<file path="src/verilog/rxsc_map.svh">
`ifndef RXSC_MAP_SVH
`define RXSC_MAP_SVH

////////////////////////////////////////////////////////////////////////////////
// register indices; the byte address is four times the index
`define RXSC_IDX_PAT_HI 10'h05a
`define RXSC_IDX_PAT_LO 10'h05b
`define RXSC_IDX_MODE 10'h05c
`define RXSC_IDX_DEMOD 10'h05d
`define RXSC_IDX_CORR 10'h05e
`define RXSC_IDX_TRIM 10'h05f
`define RXSC_IDX_STAT 10'h060
`define RXSC_ADDR_W 12

////////////////////////////////////////////////////////////////////////////////
// reset values
`define RXSC_RST_PAT_HI 8'h00
`define RXSC_RST_PAT_LO 8'h00
`define RXSC_RST_MODE 8'h00
`define RXSC_RST_DEMOD 8'h00
`define RXSC_RST_CORR 8'h00
`define RXSC_RST_TRIM 8'h00

////////////////////////////////////////////////////////////////////////////////
// writable bits
`define RXSC_WMASK_DEMOD 8'h3f
`define RXSC_WMASK_CORR 8'hf8

////////////////////////////////////////////////////////////////////////////////
// field positions
`define RXSC_MODE_LEN_MSB 7
`define RXSC_MODE_LEN_LSB 4
`define RXSC_MODE_NEG_EDGE 3
`define RXSC_MODE_HALF_LAST 2
`define RXSC_MODE_TYPE_MSB 1
`define RXSC_MODE_TYPE_LSB 0
`define RXSC_DEMOD_AVG 5
`define RXSC_DEMOD_RECT 4
`define RXSC_DEMOD_PEAK 3
`define RXSC_DEMOD_SENSE 2
`define RXSC_DEMOD_FSK 1
`define RXSC_DEMOD_BPSK 0
`define RXSC_CORR_FREQ_MSB 7
`define RXSC_CORR_FREQ_LSB 6
`define RXSC_CORR_RATE_MSB 5
`define RXSC_CORR_RATE_LSB 4
`define RXSC_CORR_SHORT 3
`define RXSC_STAT_BAD_TYPE 0
`define RXSC_STAT_BAD_RATE 1
`define RXSC_STAT_TRIM_TOUCHED 2
`define RXSC_STAT_TRIM_LOADED 3
`define RXSC_STAT_LEN_TYPEB 4

////////////////////////////////////////////////////////////////////////////////
// counts and responses
`define RXSC_WIN_SHORT 7'd32
`define RXSC_WIN_LONG 7'd64
`define RXSC_AVG_SAMPLES 3'd4
`define RXSC_RESP_OKAY 2'b00
`define RXSC_RESP_DECERR 2'b11

`endif

</file>
<file path="src/verilog/rxsc_pkg.sv">
package rxsc_pkg;

  typedef enum logic [1:0] {
    INTERP_BURST,
    INTERP_PAIR,
    INTERP_BYTE_START,
    INTERP_RESERVED
  } rxsc_interp_e;

  typedef enum logic [1:0] {
    SUB_212K,
    SUB_424K,
    SUB_848K
  } rxsc_subfreq_e;

  typedef enum logic [1:0] {
    RATE_14443,
    RATE_53K_424K,
    RATE_26K_212K,
    RATE_RESERVED
  } rxsc_rate_e;

  typedef struct packed {
    logic [15:0] pattern;
    logic [3:0] valid_bits;
    logic [15:0] compare_mask;
    logic [7:0] exp_data;
    logic [7:0] exp_coll;
    logic grid_from_falling_edge;
    logic half_length_final_bit;
    rxsc_interp_e interp;
  } rxsc_sync_cfg_s;

  typedef struct packed {
    logic four_sample_average;
    logic [2:0] samples_per_value;
    logic rectangular_shaping;
    logic grid_at_correlation_peak;
    logic manchester_sense;
    logic fsk;
    logic bpsk;
  } rxsc_demod_cfg_s;

  typedef struct packed {
    rxsc_subfreq_e subfreq;
    rxsc_rate_e rate;
    logic [6:0] window_len;
  } rxsc_corr_cfg_s;

endpackage : rxsc_pkg

</file>
<file path="src/verilog/rxsc_pattern_decode.sv">
`timescale 1ns/10ps
`include "rxsc_map.svh"

module rxsc_pattern_decode
  import rxsc_pkg::*;
(
  input wire logic [15:0] pattern,
  input wire logic [3:0] valid_bits,
  input wire rxsc_interp_e interp,
  output logic [15:0] compare_mask,
  output logic [7:0] exp_data,
  output logic [7:0] exp_coll
);

  // the n most significant pattern bits take part; zero bits means none
  function automatic logic [15:0] top_mask(input logic [3:0] n);
    logic [16:0] ones;
    ones = 17'h1ffff << (5'd16 - {1'b0, n});
    top_mask = ones[15:0];
  endfunction : top_mask

  assign compare_mask = top_mask(valid_bits);

  //////////////////////////////////////////////////////////////////////////////
  // each pair is {data, coll}; a set collision flag masks the data bit
  genvar k;
  generate
    for (k = 0; k < 8; k = k + 1)
    begin : g_pair
      wire pair_mode = (interp == INTERP_PAIR);
      assign exp_coll[k] = pair_mode & pattern[2*k];
      assign exp_data[k] = pair_mode & pattern[2*k+1] & ~pattern[2*k];
    end
  endgenerate

endmodule : rxsc_pattern_decode

</file>
<file path="src/verilog/rxsc_config_regs.sv">
// The AXI4-Lite register port was chosen for this implementation.
`timescale 1ns/10ps
`include "rxsc_map.svh"

module rxsc_config_regs
  import rxsc_pkg::*;
(
  input wire logic aclk,
  input wire logic aresetn,
  input wire logic ce,
  input wire logic [11:0] s_axi_awaddr,
  input wire logic [2:0] s_axi_awprot,
  input wire logic s_axi_awvalid,
  output logic s_axi_awready,
  input wire logic [31:0] s_axi_wdata,
  input wire logic [3:0] s_axi_wstrb,
  input wire logic s_axi_wvalid,
  output logic s_axi_wready,
  output logic [1:0] s_axi_bresp,
  output logic s_axi_bvalid,
  input wire logic s_axi_bready,
  input wire logic [11:0] s_axi_araddr,
  input wire logic [2:0] s_axi_arprot,
  input wire logic s_axi_arvalid,
  output logic s_axi_arready,
  output logic [31:0] s_axi_rdata,
  output logic [1:0] s_axi_rresp,
  output logic s_axi_rvalid,
  input wire logic s_axi_rready,
  input wire logic [7:0] trim_boot_value,
  output rxsc_sync_cfg_s sync_cfg,
  output rxsc_demod_cfg_s demod_cfg,
  output rxsc_corr_cfg_s corr_cfg,
  output logic [7:0] receiver_trim,
  output logic cfg_update
);

  //////////////////////////////////////////////////////////////////////////////
  // address decode, shared by the read and write paths

  function automatic logic [6:0] reg_sel(input logic [11:0] a);
    logic [9:0] idx;
    idx = a[11:2];
    reg_sel = 7'h00;
    if (a[1:0] != 2'h0)
      reg_sel = 7'h00;
    else if (idx == `RXSC_IDX_PAT_HI)
      reg_sel = 7'h01;
    else if (idx == `RXSC_IDX_PAT_LO)
      reg_sel = 7'h02;
    else if (idx == `RXSC_IDX_MODE)
      reg_sel = 7'h04;
    else if (idx == `RXSC_IDX_DEMOD)
      reg_sel = 7'h08;
    else if (idx == `RXSC_IDX_CORR)
      reg_sel = 7'h10;
    else if (idx == `RXSC_IDX_TRIM)
      reg_sel = 7'h20;
    else if (idx == `RXSC_IDX_STAT)
      reg_sel = 7'h40;
  endfunction : reg_sel

  function automatic rxsc_subfreq_e freq_of(input logic [1:0] f);
    if (f == 2'h0)
      freq_of = SUB_212K;
    else if (f == 2'h1)
      freq_of = SUB_424K;
    else
      freq_of = SUB_848K;
  endfunction : freq_of

  //////////////////////////////////////////////////////////////////////////////
  // write channel state

  logic aw_full_q;
  logic [11:0] aw_addr_q;
  logic w_full_q;
  logic [7:0] w_byte_q;
  logic w_lane0_q;
  logic bvalid_q;
  logic [1:0] bresp_q;

  // protection bits carry no meaning for this bank
  wire unused_prot = ^{s_axi_awprot, s_axi_arprot, s_axi_wdata[31:8], s_axi_wstrb[3:1]};

  wire aw_take = s_axi_awvalid & s_axi_awready;
  wire w_take = s_axi_wvalid & s_axi_wready;
  wire do_write = ce & aw_full_q & w_full_q & ~bvalid_q;
  wire [6:0] wr_sel = reg_sel(aw_addr_q);
  wire wr_hit = |wr_sel;
  // a write with lane 0 disabled is answered but stores nothing
  wire wr_en = do_write & wr_hit & w_lane0_q;

  assign s_axi_awready = ce & ~aw_full_q & ~bvalid_q & ~unused_prot | ce & ~aw_full_q & ~bvalid_q;
  assign s_axi_wready = ce & ~w_full_q & ~bvalid_q;
  assign s_axi_bvalid = bvalid_q;
  assign s_axi_bresp = bresp_q;

  always_ff @(posedge aclk)
  begin
    if (!aresetn)
    begin
      aw_full_q <= 1'b0;
      aw_addr_q <= 12'h000;
    end
    else if (aw_take)
    begin
      aw_full_q <= 1'b1;
      aw_addr_q <= s_axi_awaddr;
    end
    else if (do_write)
      aw_full_q <= 1'b0;
  end

  always_ff @(posedge aclk)
  begin
    if (!aresetn)
    begin
      w_full_q <= 1'b0;
      w_byte_q <= 8'h00;
      w_lane0_q <= 1'b0;
    end
    else if (w_take)
    begin
      w_full_q <= 1'b1;
      w_byte_q <= s_axi_wdata[7:0];
      w_lane0_q <= s_axi_wstrb[0];
    end
    else if (do_write)
      w_full_q <= 1'b0;
  end

  always_ff @(posedge aclk)
  begin
    if (!aresetn)
    begin
      bvalid_q <= 1'b0;
      bresp_q <= `RXSC_RESP_OKAY;
    end
    else if (do_write)
    begin
      bvalid_q <= 1'b1;
      bresp_q <= wr_hit ? `RXSC_RESP_OKAY : `RXSC_RESP_DECERR;
    end
    else if (ce && s_axi_bready)
      bvalid_q <= 1'b0;
  end

  //////////////////////////////////////////////////////////////////////////////
  // configuration registers

  logic [7:0] pat_hi_q;
  logic [7:0] pat_lo_q;
  logic [7:0] mode_q;
  logic [7:0] demod_q;
  logic [7:0] corr_q;
  logic [7:0] trim_q;
  logic trim_pend_q;
  logic trim_loaded_q;
  logic trim_touched_q;

  always_ff @(posedge aclk)
  begin
    if (!aresetn)
    begin
      pat_hi_q <= `RXSC_RST_PAT_HI;
      pat_lo_q <= `RXSC_RST_PAT_LO;
      mode_q <= `RXSC_RST_MODE;
    end
    else if (wr_en)
    begin
      if (wr_sel[0])
        pat_hi_q <= w_byte_q;
      if (wr_sel[1])
        pat_lo_q <= w_byte_q;
      if (wr_sel[2])
        mode_q <= w_byte_q;
    end
  end

  always_ff @(posedge aclk)
  begin
    if (!aresetn)
    begin
      demod_q <= `RXSC_RST_DEMOD;
      corr_q <= `RXSC_RST_CORR;
    end
    else if (wr_en)
    begin
      if (wr_sel[3])
        demod_q <= w_byte_q & `RXSC_WMASK_DEMOD;
      if (wr_sel[4])
        corr_q <= w_byte_q & `RXSC_WMASK_CORR;
    end
  end

  // the boot value is caught one enabled cycle after reset release, never
  // inside the reset itself
  always_ff @(posedge aclk)
  begin
    if (!aresetn)
    begin
      trim_q <= `RXSC_RST_TRIM;
      trim_pend_q <= 1'b1;
      trim_loaded_q <= 1'b0;
    end
    else if (ce && trim_pend_q)
    begin
      trim_q <= trim_boot_value;
      trim_pend_q <= 1'b0;
      trim_loaded_q <= 1'b1;
    end
    else if (wr_en && wr_sel[5])
      trim_q <= w_byte_q;
  end

  // a trim overwrite is remembered so software can see the boot value is gone
  wire stat_clr = wr_en & wr_sel[6] & w_byte_q[`RXSC_STAT_TRIM_TOUCHED];
  wire trim_wr = wr_en & wr_sel[5];

  always_ff @(posedge aclk)
  begin
    if (!aresetn)
      trim_touched_q <= 1'b0;
    else if (trim_wr)
      trim_touched_q <= 1'b1;
    else if (stat_clr)
      trim_touched_q <= 1'b0;
  end

  //////////////////////////////////////////////////////////////////////////////
  // field decode

  wire [3:0] len_f = mode_q[`RXSC_MODE_LEN_MSB:`RXSC_MODE_LEN_LSB];
  wire rxsc_interp_e interp_f = rxsc_interp_e'(mode_q[`RXSC_MODE_TYPE_MSB:`RXSC_MODE_TYPE_LSB]);
  wire [1:0] freq_f = corr_q[`RXSC_CORR_FREQ_MSB:`RXSC_CORR_FREQ_LSB];
  wire rxsc_rate_e rate_f = rxsc_rate_e'(corr_q[`RXSC_CORR_RATE_MSB:`RXSC_CORR_RATE_LSB]);
  wire avg_f = demod_q[`RXSC_DEMOD_AVG];

  wire bad_type = (interp_f == INTERP_RESERVED);
  wire bad_rate = (rate_f == RATE_RESERVED);
  wire len_typeb = (interp_f == INTERP_BYTE_START) & (len_f != 4'h0);

  wire [15:0] pattern_w = {pat_hi_q, pat_lo_q};
  wire [15:0] mask_w;
  wire [7:0] exp_data_w;
  wire [7:0] exp_coll_w;

  rxsc_pattern_decode u_pattern_decode (
    .pattern(pattern_w),
    .valid_bits(len_f),
    .interp(interp_f),
    .compare_mask(mask_w),
    .exp_data(exp_data_w),
    .exp_coll(exp_coll_w)
  );

  rxsc_sync_cfg_s sync_d;
  rxsc_demod_cfg_s demod_d;
  rxsc_corr_cfg_s corr_d;

  assign sync_d.pattern = pattern_w;
  assign sync_d.valid_bits = len_f;
  assign sync_d.compare_mask = mask_w;
  assign sync_d.exp_data = exp_data_w;
  assign sync_d.exp_coll = exp_coll_w;
  assign sync_d.grid_from_falling_edge = mode_q[`RXSC_MODE_NEG_EDGE];
  assign sync_d.half_length_final_bit = mode_q[`RXSC_MODE_HALF_LAST];
  assign sync_d.interp = interp_f;

  assign demod_d.four_sample_average = avg_f;
  assign demod_d.samples_per_value = avg_f ? `RXSC_AVG_SAMPLES : 3'd1;
  assign demod_d.rectangular_shaping = demod_q[`RXSC_DEMOD_RECT];
  assign demod_d.grid_at_correlation_peak = demod_q[`RXSC_DEMOD_PEAK];
  assign demod_d.manchester_sense = demod_q[`RXSC_DEMOD_SENSE];
  assign demod_d.fsk = demod_q[`RXSC_DEMOD_FSK];
  assign demod_d.bpsk = demod_q[`RXSC_DEMOD_BPSK];

  assign corr_d.subfreq = freq_of(freq_f);
  assign corr_d.rate = rate_f;
  assign corr_d.window_len = corr_q[`RXSC_CORR_SHORT] ? `RXSC_WIN_SHORT : `RXSC_WIN_LONG;

  //////////////////////////////////////////////////////////////////////////////
  // registered configuration towards the datapath

  rxsc_sync_cfg_s sync_q;
  rxsc_demod_cfg_s demod_cfg_q;
  rxsc_corr_cfg_s corr_cfg_q;
  logic [7:0] trim_out_q;
  logic upd_pend_q;
  logic cfg_update_q;

  // outputs trail the registers by one cycle; the update pulse is aligned
  // with the cycle in which the new values first show
  always_ff @(posedge aclk)
  begin
    if (!aresetn)
    begin
      sync_q <= '0;
      demod_cfg_q <= '0;
      corr_cfg_q <= '0;
      trim_out_q <= `RXSC_RST_TRIM;
    end
    else if (ce)
    begin
      sync_q <= sync_d;
      demod_cfg_q <= demod_d;
      corr_cfg_q <= corr_d;
      trim_out_q <= trim_q;
    end
  end

  always_ff @(posedge aclk)
  begin
    if (!aresetn)
    begin
      upd_pend_q <= 1'b0;
      cfg_update_q <= 1'b0;
    end
    else if (ce)
    begin
      upd_pend_q <= wr_en & ~wr_sel[6];
      cfg_update_q <= upd_pend_q;
    end
  end

  assign sync_cfg = sync_q;
  assign demod_cfg = demod_cfg_q;
  assign corr_cfg = corr_cfg_q;
  assign receiver_trim = trim_out_q;
  assign cfg_update = cfg_update_q;

  //////////////////////////////////////////////////////////////////////////////
  // read channel

  logic rvalid_q;
  logic [1:0] rresp_q;
  logic [7:0] rdata_q;

  wire [6:0] rd_sel = reg_sel(s_axi_araddr);
  wire ar_take = s_axi_arvalid & s_axi_arready;

  wire [7:0] stat_w = {3'h0, len_typeb, trim_loaded_q, trim_touched_q, bad_rate, bad_type};

  wire [7:0] rd_value = rd_sel[0] ? pat_hi_q :
                        rd_sel[1] ? pat_lo_q :
                        rd_sel[2] ? mode_q :
                        rd_sel[3] ? demod_q :
                        rd_sel[4] ? corr_q :
                        rd_sel[5] ? trim_q :
                        rd_sel[6] ? stat_w : 8'h00;

  assign s_axi_arready = ce & ~rvalid_q;
  assign s_axi_rvalid = rvalid_q;
  assign s_axi_rresp = rresp_q;
  assign s_axi_rdata = {24'h000000, rdata_q};

  always_ff @(posedge aclk)
  begin
    if (!aresetn)
    begin
      rvalid_q <= 1'b0;
      rresp_q <= `RXSC_RESP_OKAY;
      rdata_q <= 8'h00;
    end
    else if (ar_take)
    begin
      rvalid_q <= 1'b1;
      rresp_q <= (|rd_sel) ? `RXSC_RESP_OKAY : `RXSC_RESP_DECERR;
      rdata_q <= rd_value;
    end
    else if (ce && s_axi_rready)
      rvalid_q <= 1'b0;
  end

endmodule : rxsc_config_regs

</file>
<file path="config.mk">
export PLATFORM = sky130hd
export DESIGN_NAME = rxsc_config_regs
export DESIGN_NICKNAME = d
export VERILOG_FILES = /design/src/verilog/rxsc_pkg.sv /design/src/verilog/rxsc_pattern_decode.sv /design/src/verilog/rxsc_config_regs.sv
export VERILOG_INCLUDE_DIRS = /design/src /design/src/verilog
export SDC_FILE = /design/constraint.sdc
export NUM_CORES = 1
export LEC_CHECK = 0
export BUFFER_PORTS_ARGS = -buffer_cell sky130_fd_sc_hd__buf_2
export CAP_MARGIN = 40
export CORE_ASPECT_RATIO = 1.2
export CORE_MARGIN = 2
export CORE_UTILIZATION = 36
export CTS_CLUSTER_SIZE = 30
export DETAILED_ROUTE_END_ITERATION = 8
export PLACE_DENSITY = 0.66
export SLEW_MARGIN = 15
export SYNTH_ARGS = -nofsm -noshare
export SYNTH_HDL_FRONTEND = slang
export SYNTH_HIERARCHICAL = 1
export SYNTH_SLANG_ARGS = --single-unit
</file>
<file path="constraint.sdc">
create_clock -name aclk -period 2.7 [get_ports aclk]
set_input_delay 0.27 -clock aclk [delete_from_list [all_inputs] [get_ports aclk]]
set_output_delay 0.27 -clock aclk [all_outputs]
set_load 0.01 [all_outputs]
</file>
# ---- After elaboration in Yosys (flattened, before gate mapping)
# Index checks and enable logic that the tools add are counted.
dict set report classes {
  n_mul 0
  n_div 0
  order_cmp 0
  add_sub_neg 1
  mux 40
  n_reduce_logical 22
  eq_ne 19
  bitwise_logic 58
  shifts 1
}
# operator count
set op_table {}
lappend op_table {{$eq 10x7->1 const B} 14}
lappend op_table {{$mux 7} 17}
lappend op_table {{$mux 8} 8}
lappend op_table {{$and 1x1->1} 43}
lappend op_table {{$reduce_xor 33->1} 1}
lappend op_table {{$shl 17x5->16 const A} 1}
lappend op_table {{$reduce_bool 2->1} 8}
lappend op_table {{$not 1->1} 14}
lappend op_table {{$reduce_or 7->1} 2}
lappend op_table {{$reduce_and 2->1} 5}
lappend op_table {{$mux 1} 9}
lappend op_table {{$mux 2} 4}
lappend op_table {{$eq 2x2->1 const B} 3}
lappend op_table {{$mux 5} 1}
lappend op_table {{$sub 5x4->5 const A} 1}
lappend op_table {{$eq 2x1->1 const B} 2}
lappend op_table {{$logic_and 1x1->1} 4}
lappend op_table {{$reduce_bool 4->1} 1}
lappend op_table {{$mux 3} 1}
lappend op_table {{$logic_not 2->1} 1}
lappend op_table {{$or 1x1->1} 1}
dict set report totals {
  input_bits 82
  mem_bits_ro 0
  ff_bits 169
  latch_bits 0
  mem_count 0
  mem_bits_rw 0
  out_inout_bits 126
  word_cells 181
}

# ---- Depth between registers and ports, before layout
dict set report depth {
  ltp_word 16
  ltp_mapped 9
  depth_no_buf 7
}

# ---- Modules after synthesis
# Netlist, hierarchy kept.
# module instances seq_area_each_um2 cells_each area_per_inst_um2
set by_module_without_submodules {}
lappend by_module_without_submodules {rxsc_config_regs 1 3203.1 722 6666.4}
lappend by_module_without_submodules {rxsc_pattern_decode 1 0.0 84 530.5}

# ---- Worst setup path before layout
# OpenSTA, ideal clock, no wires.
dict set report synth_timing {
  path_type {register to register}
  start {register aw_addr_q[3]}
  end {register pat_lo_q[0]}
  setup_ns 0.128
  path_stages_with_launch 6
  path_buffers 0
  path_slack_ns 0.761
  period_less_slack_ns 1.939
  t_required_ns 2.572
  arrival_time_ns 1.812
  cell_sequence {dfxtp_1 -> inv_1 -> or4_4 -> nor4_4 -> mux2i_1 -> nor2_1}
}
dict set report synth_via {
  elab_chain_cells 13
  word_cells_on_any_way 19
  cone_classes {eq/ne: 7; mux: 8; bitwise: 2; reduce/logical: 2}
}
# item line_no
set synth_lines {}
lappend synth_lines {{start: declaration} rxsc_config_regs.sv:76} ;# logic [11:0] aw_addr_q;
lappend synth_lines {{start signal: assignment} rxsc_config_regs.sv:109} ;# aw_addr_q <= s_axi_awaddr;
lappend synth_lines {{$eq 10x7->1 (no line)} n/a}
lappend synth_lines {{$mux 7} rxsc_config_regs.sv:59} ;# else if (idx == `RXSC_IDX_STAT)
lappend synth_lines {{$mux 7} rxsc_config_regs.sv:57} ;# else if (idx == `RXSC_IDX_TRIM)
lappend synth_lines {{$mux 7} rxsc_config_regs.sv:55} ;# else if (idx == `RXSC_IDX_CORR)
lappend synth_lines {{$mux 7} rxsc_config_regs.sv:53} ;# else if (idx == `RXSC_IDX_DEMOD)
lappend synth_lines {{$mux 7} rxsc_config_regs.sv:51} ;# else if (idx == `RXSC_IDX_MODE)
lappend synth_lines {{$mux 7} rxsc_config_regs.sv:49} ;# else if (idx == `RXSC_IDX_PAT_LO)
lappend synth_lines {{$mux 7 *} rxsc_config_regs.sv:47} ;# else if (idx == `RXSC_IDX_PAT_HI)
lappend synth_lines {{$mux 7 *} rxsc_config_regs.sv:45} ;# if (a[1:0] != 2'h0)
lappend synth_lines {{$reduce_or 7->1} rxsc_config_regs.sv:90} ;# wire wr_hit = |wr_sel;
lappend synth_lines {{$and 1x1->1 (2 in a row)} rxsc_config_regs.sv:92} ;# wire wr_en = do_write & wr_hit & w_lane0_q;
lappend synth_lines {{$reduce_and 2->1 (no line) *} n/a}
lappend synth_lines {{end signal: assignment} rxsc_config_regs.sv:167} ;# pat_lo_q <= `RXSC_RST_PAT_LO;
lappend synth_lines {{end signal: assignment} rxsc_config_regs.sv:175} ;# pat_lo_q <= w_byte_q;
lappend synth_lines {{end: declaration} rxsc_config_regs.sv:153} ;# logic [7:0] pat_lo_q;
# Mark *: on every way between the ends. The rest lies on a longest branch, timed or not.
# A chain may end at the register's enable or synchronous reset.

# ---- Worst setup path in the final report
dict set report layout_timing {
  start {register bvalid_q, in the netlist s_axi_bvalid}
  end {register trim_q[5]}
}
dict set report layout_via {
  elab_chain_cells 6
}
# item line_no
set layout_lines {}
lappend layout_lines {{start: declaration} rxsc_config_regs.sv:80} ;# logic bvalid_q;
lappend layout_lines {{start signal: assignment} rxsc_config_regs.sv:137} ;# bvalid_q <= 1'b0;
lappend layout_lines {{start signal: assignment} rxsc_config_regs.sv:142} ;# bvalid_q <= 1'b1;
lappend layout_lines {{start signal: assignment} rxsc_config_regs.sv:146} ;# bvalid_q <= 1'b0;
lappend layout_lines {{$not 1->1} rxsc_config_regs.sv:88} ;# wire do_write = ce & aw_full_q & w_full_q & ~bvalid_q;
lappend layout_lines {{$and 1x1->1} rxsc_config_regs.sv:88}
lappend layout_lines {{$and 1x1->1 (2 in a row)} rxsc_config_regs.sv:92}
lappend layout_lines {{$logic_and 1x1->1} rxsc_config_regs.sv:213} ;# else if (wr_en && wr_sel[5])
lappend layout_lines {{$reduce_bool 2->1 (no line)} n/a}
lappend layout_lines {{end signal: assignment} rxsc_config_regs.sv:203} ;# trim_q <= `RXSC_RST_TRIM;
lappend layout_lines {{end signal: assignment} rxsc_config_regs.sv:209} ;# trim_q <= trim_boot_value;
lappend layout_lines {{end signal: assignment} rxsc_config_regs.sv:214} ;# trim_q <= w_byte_q;
lappend layout_lines {{end: declaration} rxsc_config_regs.sv:157} ;# logic [7:0] trim_q;
# No other way between the ends.

==> report_table.html <==
<table>
<tr><th>Metric</th><th>Value</th></tr>
<tr><th colspan="2">STA</th></tr>
<tr><td>Setup Viol. Count Final</td><td>0</td></tr>
<tr><td>Count of endpoints failing hold in the final timing report</td><td>0</td></tr>
<tr><td>Minimum clock period</td><td>between 2 and 2.5 ns</td></tr>
<tr><td>Setup TNS after final layout</td><td>0 ns</td></tr>
<tr><td>Worst setup skew after layout</td><td>0.00625 ns</td></tr>
<tr><td>Remaining max-slew budget at the tightest pin</td><td>50.6%</td></tr>
<tr><td>Minimum setup slack in the final design</td><td>approximately 0.53 ns</td></tr>
<tr><td>RSZ-0062 raised after global routing</td><td>false</td></tr>
<tr><td>Final period util</td><td>80.6%</td></tr>
<tr><td>Maximum clock frequency</td><td>460 MHz</td></tr>
<tr><td>Slew at the pin closest to its max-slew limit</td><td>0.740 ns</td></tr>
<tr><td>Final number of max-transition violations</td><td>0</td></tr>
<tr><th colspan="2">Die</th></tr>
<tr><td>Standard-cell rows</td><td>56</td></tr>
<tr><td>IO Count</td><td>between 200 and 250</td></tr>
<tr><td>Horizontal extent of the die</td><td>roughly 130 microns</td></tr>
<tr><td>Total die area</td><td>21100 sq um</td></tr>
<tr><td>Starting Density</td><td>36.8%</td></tr>
<tr><td>Vertical die dimension</td><td>159 microns</td></tr>
<tr><td>Core Box Area</td><td>19500 sq um</td></tr>
<tr><th colspan="2">Yosys</th></tr>
<tr><td>Mapped Avg Cell Area</td><td>8.93 sq um</td></tr>
<tr><td>Proportion of synthesized flip-flops having asynchronous set or reset</td><td>0%</td></tr>
<tr><td>Count of synthesis-stage warnings from yosys</td><td>6</td></tr>
<tr><td>Most common flop cell mapped by yosys</td><td>sky130_fd_sc_hd__dfxtp_1</td></tr>
<tr><td>Gate count after technology mapping</td><td>806</td></tr>
<tr><td>Area leader, netlist</td><td>sky130_fd_sc_hd__dfxtp_1</td></tr>
<tr><td>Post-synthesis sequential element count</td><td>160</td></tr>
<tr><td>Cell area after synthesis</td><td>7200 sq um</td></tr>
<tr><td>Unique masters post-synth</td><td>60</td></tr>
<tr><td>Top cells by area, synth</td><td>sky130_fd_sc_hd__dfxtp_1 (45%), sky130_fd_sc_hd__mux2i_1 (17%), sky130_fd_sc_hd__nor2_1 (7.0%), sky130_fd_sc_hd__a21oi_1 (4.4%), sky130_fd_sc_hd__nand2_1 (3.7%)</td></tr>
<tr><td>Share of synthesized area occupied by flip-flops and latches</td><td>44.5%</td></tr>
<tr><td>Number of enable flip-flop cells after synthesis</td><td>0</td></tr>
<tr><td>Synth top area share</td><td>approximately 45%</td></tr>
<tr><th colspan="2">Clock network</th></tr>
<tr><td>Clk root buf</td><td>sky130_fd_sc_hd__clkbuf_16</td></tr>
<tr><td>Resized cells post-CTS</td><td>0</td></tr>
<tr><td>CTS tree</td><td>built</td></tr>
<tr><td>Maximum buffer depth of the clock tree</td><td>2</td></tr>
<tr><td>Clock-pin slew on the worst setup and hold paths</td><td>0.06 ns</td></tr>
<tr><td>Clock insertion delay at the later pin of the skew report</td><td>0.42 ns</td></tr>
<tr><td>Number of hold buffers added after CTS</td><td>0</td></tr>
<tr><td>Number of CTS-inserted buffers</td><td>17</td></tr>
<tr><td>Sinks on Clock Net</td><td>160</td></tr>
<tr><td>Setup Fix Bufs, Post-CTS</td><td>0</td></tr>
<tr><td>Clock H-tree levels</td><td>4</td></tr>
<tr><th colspan="2">Placement</th></tr>
<tr><td>Post-Place Worst Slack</td><td>0.519 ns</td></tr>
<tr><td>Placed wire-length estimate after detailed placement</td><td>13700 microns</td></tr>
<tr><td>Routability-driven placement congestion ratio</td><td>0.919</td></tr>
<tr><td>Number of buffer cells added on primary ports</td><td>144</td></tr>
<tr><td>Dpl cells</td><td>1174</td></tr>
<tr><th colspan="2">Setup path</th></tr>
<tr><td>Critical Path Source Type</td><td>flip-flop</td></tr>
<tr><td>Crit Path Class</td><td>flip-flop to flip-flop</td></tr>
<tr><td>Critical Path Sink Type</td><td>flip-flop</td></tr>
<tr><td>Worst EP arrival</td><td>2.46 ns</td></tr>
<tr><td>Crit-path max FO</td><td>9</td></tr>
<tr><td>Required time of the worst setup path</td><td>2.98 ns</td></tr>
<tr><th colspan="2">GRT</th></tr>
<tr><td>Global-route wire length before repair</td><td>30100 microns</td></tr>
<tr><td>Via count of the first global-routing pass</td><td>5402</td></tr>
<tr><td>Largest net degree at the start of global routing</td><td>89</td></tr>
<tr><td>Global router's overall resource usage</td><td>18.0%</td></tr>
<tr><td>Antenna violations before repair</td><td>0</td></tr>
<tr><td>GRT overflow</td><td>0</td></tr>
<tr><th colspan="2">Finish</th></tr>
<tr><td>Post-synthesis to final-layout area growth</td><td>20.3%</td></tr>
<tr><td>Final Instance Count excl. Fillers</td><td>1205</td></tr>
<tr><td>Net total in the final layout</td><td>1017</td></tr>
<tr><td>Fraction of final layout cells with drive strength greater than 1</td><td>approximately 22%</td></tr>
<tr><td>Diode insertion count for antenna repair</td><td>0</td></tr>
<tr><th colspan="2">Route</th></tr>
<tr><td>Via count</td><td>5931</td></tr>
<tr><td>Total detailed-routing wirelength</td><td>19200 microns</td></tr>
<tr><td>Initial drt markers</td><td>344</td></tr>
<tr><td>Number of DRC violations after detailed routing</td><td>0</td></tr>
<tr><td>Mean routed wirelength per cell</td><td>15.9 microns</td></tr>
<tr><td>Number of antenna-violating nets in the routed design</td><td>0</td></tr>
<tr><td>Drt first pass iters</td><td>6</td></tr>
<tr><td>Routed vias/inst</td><td>4.92</td></tr>
<tr><th colspan="2">Pwr</th></tr>
<tr><td>Cell area power density</td><td>605 nW/um^2</td></tr>
<tr><td>Total power draw</td><td>roughly 5.2 mW</td></tr>
<tr><td>Leak pwr</td><td>3.79 nW</td></tr>
<tr><td>Worst VDD drop</td><td>0.000453 V</td></tr>
<tr><th colspan="2">Worst hold path</th></tr>
<tr><td>Path class of the lowest-slack min-delay path</td><td>input pin to flip-flop</td></tr>
<tr><th colspan="2">Outcome</th></tr>
<tr><td>Run status</td><td>finished, final reports clean</td></tr>
<tr><th colspan="2">Flow run</th></tr>
<tr><td>Total of max-cap violations</td><td>0</td></tr>
</table>
==> stage by stage <==
stage | hold WS, ns | utilization, % | cell area, sq um
after global routing | 0.0741 | 44.3 | 8650
after floorplan | 0.406 | - | 7310
final | 0.0813 | 44.3 | 8650
after global placement | 0.448 | 41.2 | 8050
after CTS | 0.0674 | 44.3 | 8650
after detailed placement | 0.451 | 41.2 | 8050
==> synthesized netlist by cell type (4+ instances only) <==
cell                         n
sky130_fd_sc_hd__a21oi_1    63
sky130_fd_sc_hd__buf_4      33
sky130_fd_sc_hd__nand2b_1    8
sky130_fd_sc_hd__o221ai_1    4
sky130_fd_sc_hd__clkbuf_1   28
sky130_fd_sc_hd__nand4_1     5
sky130_fd_sc_hd__and3_1      7
sky130_fd_sc_hd__and2_1     11
sky130_fd_sc_hd__a21o_1      4
sky130_fd_sc_hd__buf_1      11
sky130_fd_sc_hd__o21ai_1     7
sky130_fd_sc_hd__o21ai_0    17
sky130_fd_sc_hd__mux2i_1   122
sky130_fd_sc_hd__nand3b_1    6
sky130_fd_sc_hd__a22o_1      4
sky130_fd_sc_hd__nand3_1     8
sky130_fd_sc_hd__inv_1      11
sky130_fd_sc_hd__nand2_1    70
sky130_fd_sc_hd__o211ai_1    9
sky130_fd_sc_hd__dfxtp_1   160
sky130_fd_sc_hd__nor2b_1     9
sky130_fd_sc_hd__nor3_1      5
sky130_fd_sc_hd__nor3b_1     9
sky130_fd_sc_hd__nor2_1    135
sky130_fd_sc_hd__o22ai_1     6
sky130_fd_sc_hd__buf_2       6
==> sequential cells by signal (all words and copies together) (netlist names), 7 cells and up <==
signal,flops
sync_cfg,56
aw_addr_q,12
mode_q,8
pat_hi_q,8
pat_lo_q,8
rdata_q,8
receiver_trim,8
trim_q,8
w_byte_q,8
demod_cfg,7
==> where the power goes <==
| part | total (mW) | leakage (nW) | switching (mW) | internal [mW] |
|---|---|---|---|---|
| Combinational | 0.325 | 2.20 | 0.206 | 0.119 |
| Clock | 2.47 | 0.295 | 0.958 | 1.51 |
| Sequential | 2.44 | 1.30 | 0.0433 | 2.40 |
==> kinds of logic (layout without fill, tap and decap cells) <==
kind of cell    after synthesis  count (layout)  share of synthesized area, %
compound gates              129             129                          10.6
fa+ha+maj                     3               3                         0.522
buf+inv                      91             200                          6.68
flops                       160             160                          44.5
mux                         123             123                          17.1
other cells                   1              30                        0.0521
simple gates                299             299                          20.5
==> cell usage in the layout (no fill, tap or decap), types with 9 or more instances in the layout <==
| master | netlist | layout |
|---|---|---|
| sky130_fd_sc_hd__dfxtp_1 | 160 | 160 |
| sky130_fd_sc_hd__buf_2 | 6 | 143 |
| sky130_fd_sc_hd__nor2_1 | 135 | 135 |
| sky130_fd_sc_hd__mux2i_1 | 122 | 122 |
| sky130_fd_sc_hd__nand2_1 | 70 | 70 |
| sky130_fd_sc_hd__a21oi_1 | 63 | 63 |
| sky130_fd_sc_hd__conb_1 | 1 | 30 |
| sky130_fd_sc_hd__o21ai_0 | 17 | 17 |
| sky130_fd_sc_hd__clkbuf_16 | 0 | 17 |
| sky130_fd_sc_hd__buf_4 | 33 | 12 |
| sky130_fd_sc_hd__and2_1 | 11 | 11 |
| sky130_fd_sc_hd__inv_1 | 11 | 10 |
| sky130_fd_sc_hd__nor2b_1 | 9 | 9 |
| sky130_fd_sc_hd__o211ai_1 | 9 | 9 |
| sky130_fd_sc_hd__nor3b_1 | 9 | 9 |
==> path summary, 6_finish.rpt <==
kind                                                 from                          to  slack [ns]  cells after the start
worst max-delay path            s_axi_bvalid$_SDFFE_PN0P_      trim_q[5]$_SDFFE_PN0P_        0.53                      5
worst min-delay path                     s_axi_awaddr[11]  aw_addr_q[11]$_SDFFE_PN0P_        0.08                      3
worst max register to register  s_axi_bvalid$_SDFFE_PN0P_      trim_q[5]$_SDFFE_PN0P_        0.53                      5
worst min register to register  aw_addr_q[8]$_SDFFE_PN0P_   aw_addr_q[8]$_SDFFE_PN0P_        0.46                      2
==> routing by layer <==
layer	part of all wire [%]	global-route usage, %	vias up
met2	47	28.4	182
li1	-	-	2979
met3	5.2	3.67	26
met4	1.6	6.30	0
met5	0	0	-
met1	47	24.3	2744
==> area by class of cell <==
class	instances	area, sq um
Timing Repair Buffer	157	846
Clock inverter	7	97.6
Inverter	12	47.5
Sequential cell	160	3200
Tap cell	261	327
Multi-Input combinational cell	584	3620
Fill cell	1937	10900
Clock buffer	24	512
==> critical path, stage by stage, from the launching register on <==
cell and delay (ns):
sky130_fd_sc_hd__dfxtp_1 0.33, sky130_fd_sc_hd__and4b_1 0.38, sky130_fd_sc_hd__nand2_1 0.16, sky130_fd_sc_hd__or4_1 0.80, sky130_fd_sc_hd__mux2i_1 0.27, sky130_fd_sc_hd__a21oi_1 0.09
(Power assumes the default switching activity.)
